**src/hdl/pxe_regs.vh**
```
// Constants for the serial-bus sixteen-bit port expander.
// Summary of operation
// - Start: data falls while clock high.
// - Stop: data rises while clock high; idle.
// - Address byte MSB first; LSB is direction.
// - Address is 0100 plus three strap bits.
// - General call address is never acknowledged.
// - Matching address acknowledged on ninth clock.
// - Reads shift out sampled port pin levels.
// - Write bytes become port output values.
// - Each written data byte is acknowledged.
// - Ports update after each acknowledged high-port byte, on clock rise.
// - One bit per clock; data changes while low.
// - Eight bits plus acknowledge, any byte count.
// - Transmitter releases data before acknowledge bit.
// - Acknowledge held low for whole clock high.
// - Master not-acknowledge ends read; device releases.
// - Stop mid-byte keeps outputs, drops partial data.
// - Bytes alternate low port then high port.
// - A trailing low-port byte without its high byte is dropped.
// - Reset returns bus state machine to idle.
`ifndef PXE_REGS_VH
`define PXE_REGS_VH
`define PXE_ADDR_HI 4'h4
`define PXE_GCALL_ADDR 7'h00
`define PXE_PORT_RST 16'hFFFF
`define PXE_BIT_LAST 3'h7
`define PXE_FIFO_DEPTH 32
`endif

```
**src/hdl/pxe_fifo.v**
```verilog
// Small synchronous FIFO holding received port words.
module pxe_fifo #(
    parameter WIDTH = 16,
    parameter DEPTH = 32,
    parameter AW = 5
) (
    input wire clk,
    input wire rst,
    input wire [WIDTH-1:0] in_data,
    input wire in_valid,
    output wire in_ready,
    output wire [WIDTH-1:0] out_data,
    output wire out_valid,
    input wire out_ready
);
    reg [WIDTH-1:0] mem_ff [0:DEPTH-1];
    reg [AW-1:0] wptr_ff;
    reg [AW-1:0] rptr_ff;
    reg [AW:0] cnt_ff;
    wire do_wr;
    wire do_rd;
    assign in_ready = (cnt_ff != DEPTH);
    assign out_valid = (cnt_ff != {(AW+1){1'b0}});
    assign out_data = mem_ff[rptr_ff];
    assign do_wr = in_valid && in_ready;
    assign do_rd = out_valid && out_ready;
    always @(posedge clk) begin
        if (do_wr) begin
            mem_ff[wptr_ff] <= in_data;
        end
        if (rst) begin
            wptr_ff <= {AW{1'b0}};
            rptr_ff <= {AW{1'b0}};
            cnt_ff <= {(AW+1){1'b0}};
        end else begin
            if (do_wr) begin
                wptr_ff <= (wptr_ff == DEPTH - 1) ? {AW{1'b0}} : wptr_ff + 1'b1;
            end
            if (do_rd) begin
                rptr_ff <= (rptr_ff == DEPTH - 1) ? {AW{1'b0}} : rptr_ff + 1'b1;
            end
            if (do_wr && !do_rd) begin
                cnt_ff <= cnt_ff + 1'b1;
            end else if (do_rd && !do_wr) begin
                cnt_ff <= cnt_ff - 1'b1;
            end
        end
    end
endmodule // pxe_fifo

```
**src/hdl/pxe_top.v**
```verilog
// Serial-bus slave front end of the sixteen-bit open-drain port expander.
`include "pxe_regs.vh"
module pxe_top (
    input wire mclk,
    input wire sys_rst,
    input wire scl_in,
    input wire sda_in,
    output reg sda_out_ff,
    output reg sda_oe_ff,
    input wire addr_strap_bit0,
    input wire addr_strap_bit1,
    input wire addr_strap_bit2,
    input wire [7:0] low_port_pins_in,
    input wire [7:0] high_port_pins_in,
    output reg [7:0] low_port_pins_out_ff,
    output reg [7:0] low_port_pins_oe_ff,
    output reg [7:0] high_port_pins_out_ff,
    output reg [7:0] high_port_pins_oe_ff,
    output reg busy_ff
);
    localparam ST_IDLE = 6'h01;
    localparam ST_ADDR = 6'h02;
    localparam ST_WDATA = 6'h04;
    localparam ST_RDATA = 6'h08;
    localparam ST_RACK = 6'h10;
    localparam ST_WAIT = 6'h20;

    reg [1:0] scl_sync_ff;
    reg [1:0] sda_sync_ff;
    reg scl_d_ff;
    reg sda_d_ff;
    reg [2:0] strap_s1_ff;
    reg [2:0] strap_s2_ff;
    reg [15:0] pin_s1_ff;
    reg [15:0] pin_s2_ff;
    reg [5:0] state_ff;
    reg [3:0] bit_ff;
    reg [7:0] shift_ff;
    reg ack_phase_ff;
    reg ack_drive_ff;
    reg hi_byte_ff;
    reg [7:0] low_hold_ff;
    reg [7:0] tx_hi_ff;
    reg [15:0] port_ff;
    wire scl_rise;
    wire scl_fall;
    wire start_det;
    wire stop_det;
    wire [6:0] my_addr;
    wire fifo_in_ready;
    wire fifo_out_valid;
    wire [15:0] fifo_out_data;
    wire wr_push;
    wire [15:0] wr_word;

    assign scl_rise = scl_sync_ff[1] && !scl_d_ff;
    assign scl_fall = !scl_sync_ff[1] && scl_d_ff;
    assign start_det = scl_sync_ff[1] && scl_d_ff && sda_d_ff && !sda_sync_ff[1];
    assign stop_det = scl_sync_ff[1] && scl_d_ff && !sda_d_ff && sda_sync_ff[1];
    assign my_addr = {`PXE_ADDR_HI, strap_s2_ff};
    // The second byte of a pair completes a word; a lone first byte never reaches the pins.
    assign wr_push = (state_ff == ST_WDATA) && ack_phase_ff && ack_drive_ff && scl_rise && hi_byte_ff;
    assign wr_word = {shift_ff, low_hold_ff};

    // Received words pass through the FIFO so a full write word lands on the pins two cycles after the push.
    pxe_fifo #(
        .WIDTH(16),
        .DEPTH(`PXE_FIFO_DEPTH),
        .AW(5)
    ) u_fifo (
        .clk(mclk),
        .rst(sys_rst),
        .in_data(wr_word),
        .in_valid(wr_push),
        .in_ready(fifo_in_ready),
        .out_data(fifo_out_data),
        .out_valid(fifo_out_valid),
        .out_ready(1'b1)
    );

    always @(posedge mclk) begin
        if (sys_rst) begin
            scl_sync_ff <= 2'h3;
            sda_sync_ff <= 2'h3;
            scl_d_ff <= 1'b1;
            sda_d_ff <= 1'b1;
            strap_s1_ff <= 3'h0;
            strap_s2_ff <= 3'h0;
            pin_s1_ff <= 16'hFFFF;
            pin_s2_ff <= 16'hFFFF;
        end else begin
            scl_sync_ff <= {scl_sync_ff[0], scl_in};
            sda_sync_ff <= {sda_sync_ff[0], sda_in};
            scl_d_ff <= scl_sync_ff[1];
            sda_d_ff <= sda_sync_ff[1];
            strap_s1_ff <= {addr_strap_bit2, addr_strap_bit1, addr_strap_bit0};
            strap_s2_ff <= strap_s1_ff;
            pin_s1_ff <= {high_port_pins_in, low_port_pins_in};
            pin_s2_ff <= pin_s1_ff;
        end
    end

    // Port latch and open-drain drive.
    always @(posedge mclk) begin
        if (sys_rst) begin
            port_ff <= `PXE_PORT_RST;
            low_port_pins_out_ff <= 8'h00;
            high_port_pins_out_ff <= 8'h00;
            low_port_pins_oe_ff <= 8'h00;
            high_port_pins_oe_ff <= 8'h00;
        end else begin
            if (fifo_out_valid) begin
                port_ff <= fifo_out_data;
            end
            low_port_pins_out_ff <= 8'h00;
            high_port_pins_out_ff <= 8'h00;
            low_port_pins_oe_ff <= ~port_ff[7:0];
            high_port_pins_oe_ff <= ~port_ff[15:8];
        end
    end

    always @(posedge mclk) begin
        if (sys_rst) begin
            state_ff <= ST_IDLE;
            bit_ff <= 4'h0;
            shift_ff <= 8'h00;
            ack_phase_ff <= 1'b0;
            ack_drive_ff <= 1'b0;
            hi_byte_ff <= 1'b0;
            low_hold_ff <= 8'h00;
            tx_hi_ff <= 8'h00;
            sda_out_ff <= 1'b0;
            sda_oe_ff <= 1'b0;
            busy_ff <= 1'b0;
        end else if (stop_det) begin
            state_ff <= ST_IDLE;
            sda_oe_ff <= 1'b0;
            ack_phase_ff <= 1'b0;
            ack_drive_ff <= 1'b0;
            busy_ff <= 1'b0;
        end else if (start_det) begin
            state_ff <= ST_ADDR;
            bit_ff <= 4'h0;
            ack_phase_ff <= 1'b0;
            ack_drive_ff <= 1'b0;
            hi_byte_ff <= 1'b0;
            sda_oe_ff <= 1'b0;
            busy_ff <= 1'b1;
        end else begin
            case (state_ff)
                ST_IDLE: begin
                    sda_oe_ff <= 1'b0;
                end
                ST_ADDR, ST_WDATA: begin
                    if (!ack_phase_ff && scl_rise) begin
                        shift_ff <= {shift_ff[6:0], sda_sync_ff[1]};
                        bit_ff <= bit_ff + 4'h1;
                    end else if (!ack_phase_ff && scl_fall && bit_ff == 4'h8) begin
                        ack_phase_ff <= 1'b1;
                        bit_ff <= 4'h0;
                        if (state_ff == ST_ADDR) begin
                            ack_drive_ff <= (shift_ff[7:1] == my_addr) && (shift_ff[7:1] != `PXE_GCALL_ADDR);
                            sda_oe_ff <= (shift_ff[7:1] == my_addr);
                        end else begin
                            ack_drive_ff <= fifo_in_ready;
                            sda_oe_ff <= fifo_in_ready;
                        end
                    end else if (ack_phase_ff && scl_rise && state_ff == ST_WDATA && ack_drive_ff) begin
                        if (!hi_byte_ff) begin
                            low_hold_ff <= shift_ff;
                        end
                        hi_byte_ff <= ~hi_byte_ff;
                    end else if (ack_phase_ff && scl_fall) begin
                        ack_phase_ff <= 1'b0;
                        sda_oe_ff <= 1'b0;
                        if (!ack_drive_ff) begin
                            state_ff <= ST_WAIT;
                        end else if (state_ff == ST_ADDR && shift_ff[0]) begin
                            state_ff <= ST_RDATA;
                            shift_ff <= pin_s2_ff[7:0];
                            tx_hi_ff <= pin_s2_ff[15:8];
                            hi_byte_ff <= 1'b1;
                            sda_oe_ff <= ~pin_s2_ff[7];
                            bit_ff <= 4'h1;
                        end else begin
                            state_ff <= ST_WDATA;
                        end
                    end
                end
                ST_RDATA: begin
                    if (scl_fall) begin
                        if (bit_ff == 4'h8) begin
                            sda_oe_ff <= 1'b0;
                            state_ff <= ST_RACK;
                            bit_ff <= 4'h0;
                        end else begin
                            sda_oe_ff <= ~shift_ff[`PXE_BIT_LAST - bit_ff[2:0]];
                            bit_ff <= bit_ff + 4'h1;
                        end
                    end
                end
                ST_RACK: begin
                    if (scl_rise) begin
                        ack_drive_ff <= !sda_sync_ff[1];
                    end else if (scl_fall) begin
                        if (!ack_drive_ff) begin
                            state_ff <= ST_WAIT;
                        end else begin
                            state_ff <= ST_RDATA;
                            // Low port bytes are sampled fresh; the high byte pairs with its low byte.
                            shift_ff <= hi_byte_ff ? tx_hi_ff : pin_s2_ff[7:0];
                            if (!hi_byte_ff) begin
                                tx_hi_ff <= pin_s2_ff[15:8];
                            end
                            sda_oe_ff <= hi_byte_ff ? ~tx_hi_ff[7] : ~pin_s2_ff[7];
                            hi_byte_ff <= ~hi_byte_ff;
                            bit_ff <= 4'h1;
                        end
                    end
                end
                ST_WAIT: begin
                    sda_oe_ff <= 1'b0;
                end
                default: begin
                    state_ff <= ST_IDLE;
                end
            endcase
        end
    end
endmodule // pxe_top

```
**config.mk**
```make
export PLATFORM = sky130hd
export DESIGN_NAME = pxe_top
export DESIGN_NICKNAME = d
export VERILOG_FILES = /design/src/hdl/pxe_fifo.v /design/src/hdl/pxe_top.v
export VERILOG_INCLUDE_DIRS = /design/src /design/src/hdl
export SDC_FILE = /design/constraint.sdc
export NUM_CORES = 1
export LEC_CHECK = 0
export ABC_AREA = 0
export BUFFER_PORTS_ARGS = -buffer_cell sky130_fd_sc_hd__buf_2
export CAP_MARGIN = 15
export CORE_MARGIN = 5
export CORE_UTILIZATION = 55
export DETAILED_ROUTE_END_ITERATION = 12
export PLACE_DENSITY = 0.71
export SLEW_MARGIN = 5
export SYNTH_ARGS = -nofsm -noshare
export SYNTH_HDL_FRONTEND = slang
export SYNTH_SLANG_ARGS = --single-unit
```
**constraint.sdc**
```tcl
create_clock -name mclk -period 4.7 [get_ports mclk]
set_input_delay 0 -clock mclk [delete_from_list [all_inputs] [get_ports mclk]]
set_output_delay 0 -clock mclk [all_outputs]
set_load 0.1 [all_outputs]
```
# After elaboration in Yosys (flattened, before gate mapping)
# Memory sizes are Yosys's and may differ from the RTL's. A register that Yosys moved wholly into a read port is not among the register bits.
# Cells that the tools add are included.
# W data, S select, Z words.
# totals
register_bits,115
mem_bits_rw,512
out_inout_bits,35
elab_cells,234
n_memories,1
# classes
addsub,6
order_cmp,1
n_eq_ne,50
n_mux,89
bitwise_logic,11
reduce_logical,52
# memory_table
memory,words,word_bits,read_ports,rd_ports_with_merged_regs,write_ports,line,rtl
u_fifo.mem_ff,32,16,1,1,1,pxe_fifo.v:16,reg [WIDTH-1:0] mem_ff [0:DEPTH-1];
# ops
cell,count
$mux W8,20
$mux W6,12
$mux W4,13
$ne A3 B3 Y1 const B,16
$mux W1,33
$pmux W8 S2,2
$ne A2 B2 Y1 const B,15
$pmux W6 S4,1
$logic_and A1 B1 Y1,23
$ne A5 B5 Y1 const B,4
$reduce_and A10 Y1,2
$reduce_and A9 Y1,2
$not A8 Y8,2
$reduce_and A13 Y1,1
$ne A4 B4 Y1 const B,3
$pmux W4 S3,1
$reduce_and A11 Y1,1
$add A5 B1 Y5 const B,2
$eq A5 B5 Y1 const B,2
$mux W5,2
$not A1 Y1,9
$reduce_and A4 Y1,2
$reduce_and A8 Y1,1
$reduce_bool A4 Y1,2
other kinds (27),38

# Logic depth before layout (Yosys ltp)
# Gate-level depths: netlist (run 1).
# logic_depth
depth_word,10
depth_mapped,14

# Modules after synthesis
# Synthesis (run 1) repeated with hierarchy kept, for this count alone.
# hier_totals
hier_cells,1569
hier_area_um2,25555.8
# by_module_without_submodules
module,n_inst,cells_per_inst,area_per_inst_um2,seq_area_each_um2
pxe_fifo,1,1074,20711.1,15795.1
pxe_top,1,495,4844.6,2302.2

# Least setup slack after synthesis (run 1)
# OpenSTA, ideal clock, no wires.
# synth_timing
path_kind,reg-to-reg
from,register u_fifo.cnt_ff[0]
to,register u_fifo.cnt_ff[5]
t_arrival_ps,3148
required_ps,4572
setup_slack_ps,1425
stages_incl_launch_ff,14
n_path_buf,2
synth_period_minus_slack_ps,3275
path_cell_list,dfxtp_1 nor4_1 nor3b_1 clkbuf_1 clkbuf_1 ha_1 inv_1 ha_1 a21o_1 a21o_1 a211o_1 o211ai_1 xnor2_1 nor2_1
# synth_between
elab_chain_cells,5
elab_cells_between_ends,12
classes_between,add/sub (2); eq/ne (1); mux (2); reduce/logical (7)
# synth_lines
item,line,rtl
from (decl),pxe_fifo.v:19,reg [AW:0] cnt_ff;
from (signal assigned),pxe_fifo.v:34,cnt_ff <= {(AW+1){1'b0}};
from (signal assigned),pxe_fifo.v:43,cnt_ff <= cnt_ff + 1'b1;
from (signal assigned),pxe_fifo.v:45,cnt_ff <= cnt_ff - 1'b1;
"parallel branches: the longest is 5 deep, another holds $sub A6 B1 Y6",-,
# Parallel ways; which one is timed is not known. The select of a mux whose other input is x is not followed.
# A chain may end at the register's enable or synchronous reset.

# Worst setup path after layout (run 1)
# layout_timing
from,register state_ff[0]
to,register u_fifo.cnt_ff[5]
# layout_between
elab_chain_cells,9
elab_cells_between_ends,11
classes_between,eq/ne (1); mux (1); reduce/logical (9)
# layout_lines
item,line,rtl
from (decl),pxe_top.v:36,reg [5:0] state_ff;
from (signal assigned),pxe_top.v:124,state_ff <= ST_IDLE;
from (signal assigned),pxe_top.v:136,state_ff <= ST_IDLE;
from (signal assigned),pxe_top.v:142,state_ff <= ST_ADDR;
$eq A6 B3 Y1 *,pxe_top.v:62,assign wr_push = (state_ff == ST_WDATA) && ack_phase_ff && ack_drive_ff && scl_rise && hi_byte_ff;
$logic_and A1 B1 Y1 * (4 in series),pxe_top.v:62,
$logic_and A1 B1 Y1 *,pxe_fifo.v:25,assign do_wr = in_valid && in_ready;
named net u_fifo.do_wr,pxe_fifo.v:20,wire do_wr;
$logic_not A1 Y1,pxe_fifo.v:44,end else if (do_rd && !do_wr) begin
$logic_and A1 B1 Y1,pxe_fifo.v:44,
$reduce_bool A2 Y1 (no line),-,
# Mark *: on every way through the listed nets, which the timed path passes. The rest lies on a longest branch.

==> flow_summary.yaml, run 1 <==
run_status:
  status: "completed"
setup_path:
  end_kind: "flip-flop"
  cp_slowest_cell: "or4_4"
  worstRegToRegCells: 13
  regToRegStartpoint: "state_ff[0]"
  required_ns: 5.17
  cp_data_arrival_time_ns: 4.16
  path_cells: "or4_4 > nor4_4 > nand3_1 > clkinv_1 > ha_1 > inv_1 > ha_1 > a21o_1 > a21o_1 > a211o_1 > o211ai_1 > xnor2_1 > nor2_1"
  max_stage_delay_ns: 0.61
  r2r_slack_ns: 1.01
  worstSetupStartpointType: "flip-flop"
  r2r_end: "u_fifo.cnt_ff[5]"
  cp_max_fo: 11
  path_class: "flip-flop to flip-flop"
drt:
  drt_iter0_drc: 1323
  via_per_inst: 6.05
  totalWireLength_um: 54200
  vias: 13200
  drcViolationCount: 0
  wl_per_cell_um: 24.8
  dr.pass1.iters: 5
  ant_nets: 0
die:
  coreArea_um2: 45300
  row_count: 78
  fp.dieArea_um2: 50000
  start_util: 0.554
  top_level_ports: 58
  die_w_um: 224
  die_h_um: 224
yosys:
  synth.most_common_cell: "edfxtp_1"
  ys_warn_count: 0
  netlist_instances: 1428
  synth_top_cells_by_area: "edfxtp_1, mux4_2, dfxtp_1"
  syn_area_um2: 25100
  yosys_most_used_dff: "edfxtp_1"
  syn_avg_cell_area_um2: 17.6
  yosysTopAreaCell: "edfxtp_1"
  synth.top_cells.by_count: "edfxtp_1, mux4_2, dfxtp_1"
  synth-seq-area-share: 0.717
  async_flop_share: 0
  synth-edff-count: 512
  netlist.area_leader.share: 0.612
  ys_ff_latch: 643
  synth.distinct_cells: 65
clock_network:
  h-tree-depth: 2
  clock_latency_ns: 0.62
  cts_tree: "yes"
  post_cts_buffers: 0
  cts_resized: 0
  path_clk_slew_ns: 0.06
  cts_buffers: 61
  clock_sinks: 643
  cts_hold_buffers: 25
  clock-root-buffer: "clkbuf_16"
  clockBufferDepth: 3
power:
  p_leak_nw: 8.62
  p_comb_frac: 0.153
  power_density_nw_per_um2: 467
  power_frac_seq: 0.485
  p_int_mw: 9.89
  ir_drop_mv: 0.360
  p_clk_frac: 0.362
  swShare: 0.255
  p_sw_mw: 3.38
timing:
  fin_crit_sh: 0.785
  final-max-slew-violation-count: 0
  setup_violations: 0
  fin_skew_ns: 0.0185
  fin_setup_tns_ns: 0
  relSlewSlack: 0.217
  finalHoldViolations: 0
  period_minus_slack_ns: 3.69
  fmax_mhz: 271
  tightest_slew_ns: 1.17
  rsz0062_at_grt: "false"
min_path:
  worstHoldStart: "low_port_pins_in[0]"
  min_to: "pin_s1_ff[0]"
  holdPathStages: 3
  hp-class: "input pin to flip-flop"
grt:
  grt_usage: 0.217
  grt_pass1_wl_um: 82400
  antenna_found_initial: 0
  overflow: 0
  grt_max_degree: 91
  grt_pass1_vias: 13400
placed_design:
  hpwl_um: 31700
  io_buffer_count: 40
  gp_congestion: 0.802
cells_and_area:
  final_core_utilization: 0.628
  n_antenna_cell: 0
  drive_above_1_share: 0.251
  final_nets: 1566
  num-fill-cells: 3142
  syn2layout_area_growth_pct: 13.3
job:
  maxCapViolCount: 0
==> how the worst max path moves through the flow <==
stage	from	endpoint	slack (ns)	cells after the start
2_1_floorplan	u_fifo.cnt_ff[0]	u_fifo.cnt_ff[5]	1.42	13
3_3_place_gp	state_ff[5]	u_fifo.cnt_ff[5]	1.16	13
3_5_place_dp	state_ff[0]	u_fifo.cnt_ff[5]	1.08	13
4_1_cts	state_ff[0]	u_fifo.cnt_ff[5]	1.06	13
5_1_grt	state_ff[0]	u_fifo.cnt_ff[5]	0.77	13
6_report	state_ff[0]	u_fifo.cnt_ff[5]	1.01	13
==> logic make-up (layout without fill, tap and decap cells) <==
logic type | after synthesis | in the layout | share of synthesized area
DFF | 643 | 643 | 0.717
and+or+nand+nor | 282 | 282 | 0.0587
muxes | 193 | 193 | 0.150
AOI/OAI and AO/OA | 172 | 172 | 0.0427
buffers and inverters | 111 | 248 | 0.0208
adders and majority gates | 14 | 14 | 0.00698
xor gates and xnor gates | 12 | 12 | 0.00419
other | 1 | 17 | 0.000149
==> critical path: cells and delay by family (launching register included) <==
| family | cells | cell delay, ns |
|---|---|---|
| and+or+nand+nor | 4 | 1.27 |
| DFF | 1 | 0.43 |
| AOI/OAI and AO/OA | 4 | 0.81 |
| xor gates and xnor gates | 1 | 0.15 |
| buffers and inverters | 2 | 0.35 |
| adders and majority gates | 2 | 0.53 |
==> layer usage <==
| layer | track usage | share of wire |
|---|---|---|
| met1 | 0.305 | 0.40 |
| met2 | 0.357 | 0.50 |
| met3 | 0.0322 | 0.065 |
| met4 | 0.0709 | 0.026 |
| met5 | 0 | 0 |
==> metrics by stage <==
stage	power, mW	hold WS [ns]	cell area (um2)	cells	setup slack, ns
after floorplan	8.10	0.104	25200	1444	1.42
after global placement	8.59	0.183	26100	2036	1.16
after detailed placement	8.61	0.184	26100	2036	1.08
after CTS	13.4	0.0605	28300	2176	1.06
after global routing	13.8	0.0962	28400	2181	0.772
final	13.3	0.109	28400	2181	1.01
==> cell usage in the layout, fill, tap and decap left out, drive strengths merged, types with 12 or more instances in the layout <==
cell type	netlist	routed
clkbuf	47	100
mux4	146	146
o22ai	19	19
edfxtp	512	512
buf	49	93
nand2b	16	16
conb	1	17
o21ai	36	36
ha	14	14
inv	14	16
a21oi	55	55
mux2i	47	47
a211oi	20	20
dlygate4sd3	0	25
nor2	100	100
dfxtp	131	131
or2	45	45
nand2	41	41
nor2b	13	13
nand3	12	12
==> flip-flops by register name, indices dropped and copies added (netlist names), 4 cells and up <==
register and flops:
u_fifo.wptr_ff 5, port_ff 16, tx_hi_ff 8, pin_s1_ff 16, high_port_pins_oe_ff 8, u_fifo.cnt_ff 6
low_hold_ff 8, shift_ff 8, u_fifo.rptr_ff 5, bit_ff 4, pin_s2_ff 16, state_ff 6
low_port_pins_oe_ff 8, u_fifo.mem_ff 512
==> cell type report <==
class                           instances  area [um2]  share of cell area
Clock inverter                         15         129             0.00453
Tap cell                              600         751              0.0264
Clock buffer                          100        1860              0.0653
Timing Repair Buffer                  118         963              0.0339
Sequential cell                       643       18000               0.633
Multi-Input combinational cell        690        6670               0.235
Inverter                               15        56.3             0.00198
==> power groups by stage <==
stage	Clock, mW	Combinational [mW]	Sequential, mW
finish	4.80	2.03	6.44
global route	5.17	2.18	6.47
CTS	4.91	2.07	6.44
detailed placement	0	2.04	6.57
global placement	0	2.03	6.56
floorplan	0	1.51	6.59
Power figures use the tool's default switching activity.
==> inputs of run 2 (changes only) <==
==> constraint.sdc (replaced) <==
create_clock -name mclk -period 3.8 [get_ports mclk]
set_input_delay 0 -clock mclk [delete_from_list [all_inputs] [get_ports mclk]]
set_output_delay 0 -clock mclk [all_outputs]
set_load 0.1 [all_outputs]
==> run 2 against run 1 <==
Sequential cell count unchanged. Setup slack got worse by 0.61 ns. Clock power increased by 28%. Non-clock buffer count increased by 17. Combinational power increased by 26%. Largest cell class unchanged. Largest power group unchanged.
==> flow_summary.yaml, run 2 (synthesized netlist as in run 1, its figures left out) <==
setup_path:
  r2r_end: "u_fifo.cnt_ff[5]"
  regToRegStartpoint: "state_ff[5]"
  required_ns: 4.27
  r2r_slack_ns: 0.40
  worstRegToRegCells: 13
  max_stage_delay_ns: 0.62
  worstSetupStartpointType: "flip-flop"
  cp_max_fo: 11
  end_kind: "flip-flop"
  path_cells: "or4_4 > nor4_4 > nand3_1 > clkinv_1 > ha_1 > inv_1 > ha_1 > a21o_1 > a21o_1 > a211o_1 > o211ai_1 > xnor2_1 > nor2_1"
  cp_data_arrival_time_ns: 3.88
  path_class: "flip-flop to flip-flop"
  cp_slowest_cell: "or4_4"
grt:
  grt_max_degree: 97
  grt_usage: 0.215
  antenna_found_initial: 0
  overflow: 0
  grt_pass1_wl_um: 81600
  grt_pass1_vias: 13300
placed_design:
  pre_cts_ws_ns: 0.419
  io_buffer_count: 40
  gp_congestion: 0.795
  hpwl_um: 31300
power:
  p_leak_nw: 8.73
  ir_drop_mv: 0.388
  power_density_nw_per_um2: 582
  total_power_mw: 16.7
cells_and_area:
  syn2layout_area_growth_pct: 14.0
  largest_reg_flops: 512
  final_nets: 1583
  max_flop_register: "u_fifo.mem_ff"
  final_common_cell: "edfxtp_1"
  num-fill-cells: 3140
  drive_above_1_share: 0.260
  mostFrequentLayoutCells: "edfxtp_1, mux4_2, dfxtp_1"
  n_antenna_cell: 0
min_path:
  worstHoldStart: "low_port_pins_in[0]"
  hp-class: "input pin to flip-flop"
  holdPathStages: 3
  min_to: "pin_s1_ff[0]"
drt:
  totalWireLength_um: 54200
  drcViolationCount: 0
  wl_per_cell_um: 24.7
  drt_iter0_drc: 1043
  vias: 13200
  ant_nets: 0
  dr.pass1.iters: 5
  via_per_inst: 5.99
die:
  coreArea_um2: 45300
  top_level_ports: 58
  start_util: 0.554
  row_count: 78
  die_w_um: 224
  die_h_um: 224
  fp.dieArea_um2: 50000
run_status:
  status: "completed"
timing:
  finalHoldViolations: 0
  fin_skew_ns: 0.0165
  layout_setup_ws_ns: 0.397
  final-max-slew-violation-count: 0
  fin_crit_sh: 0.895
  period_minus_slack_ns: 3.40
  fmax_mhz: 294
  relSlewSlack: 0.311
  tightest_slew_ns: 1.03
  hold_slack_ns: 0.0952
  rsz0062_at_grt: "false"
  setup_violations: 0
  fin_setup_tns_ns: 0
clock_network:
  post_cts_buffers: 0
  h-tree-depth: 2
  clock-root-buffer: "clkbuf_16"
  cts_buffers: 61
  clockBufferDepth: 3
  path_clk_slew_ns: 0.06
  cts_tree: "yes"
  clock_latency_ns: 0.62
  clock_sinks: 643
job:
  maxCapViolCount: 0
## run 2: cell count changes in the layout (fill, tap and decap cells not counted), moves of 2 or more
| cell | change |
|---|---|
| clkinv_2 | +2 |
| buf_4 | +16 |
| clkinv_1 | +7 |
| inv_6 | +4 |
| clkbuf_8 | -8 |
| bufinv_16 | +4 |
| clkbuf_1 | -9 |
## run 2: metrics by stage
stage          cells  cell area [um2]   util
2_1_floorplan   1444            25200      -
3_3_place_gp    2053            26200  0.579
3_5_place_dp    2053            26200  0.579
4_1_cts         2193            28500  0.630
5_1_grt         2198            28600  0.632
6_report        2198            28600  0.632
## run 2: what timing repair did
action,CTS,global route
endpoints found under the hold margin,48,0
hold buffers,25,0
resized for setup,0,0
## run 2: critical path: cells and delay by family (launching register included)
| kind | cells | cell delay (ns) |
|---|---|---|
| fa+ha+maj | 2 | 0.53 |
| xor+xnor | 1 | 0.14 |
| simple gates | 4 | 1.10 |
| compound gates | 4 | 0.82 |
| buf+inv | 2 | 0.27 |
| flops | 1 | 0.41 |
## run 2: per-layer routing
layer,global-route usage,wire length [um],up-vias
li1,-,-,5860
met1,0.292,22000,6786
met2,0.367,27700,447
met3,0.0355,3150,75
met4,0.0603,1330,0
met5,0,0,-
## run 2: final cells by class
cell class / count / area [um2] / share of cell area
multi-input cells: 690 / 6670 / 0.233
inverters: 15 / 56.3 / 0.00197
clock buffers: 82 / 1710 / 0.0597
clock inverters: 33 / 330 / 0.0115
flip-flops and latches: 643 / 18000 / 0.629
well taps: 600 / 751 / 0.0262
repair buffers: 135 / 1090 / 0.0381
## run 2: power breakdown
part / switching, mW / internal (mW) / leakage [nW]
clock network: 2.56 / 3.57 / 0.997
logic: 1.41 / 1.15 / 2.50
registers: 0.296 / 7.67 / 5.23
## run 2: worst max path at each step
stage	slack (ns)	startpoint	end	cells after the start
after floorplan	0.52	u_fifo.cnt_ff[0]	u_fifo.cnt_ff[5]	13
after global placement	0.43	state_ff[5]	u_fifo.cnt_ff[5]	13
after detailed placement	0.42	state_ff[5]	u_fifo.cnt_ff[5]	13
after CTS	0.40	state_ff[5]	u_fifo.cnt_ff[5]	13
after global routing	0.13	state_ff[5]	u_fifo.cnt_ff[5]	13
final	0.40	state_ff[5]	u_fifo.cnt_ff[5]	13
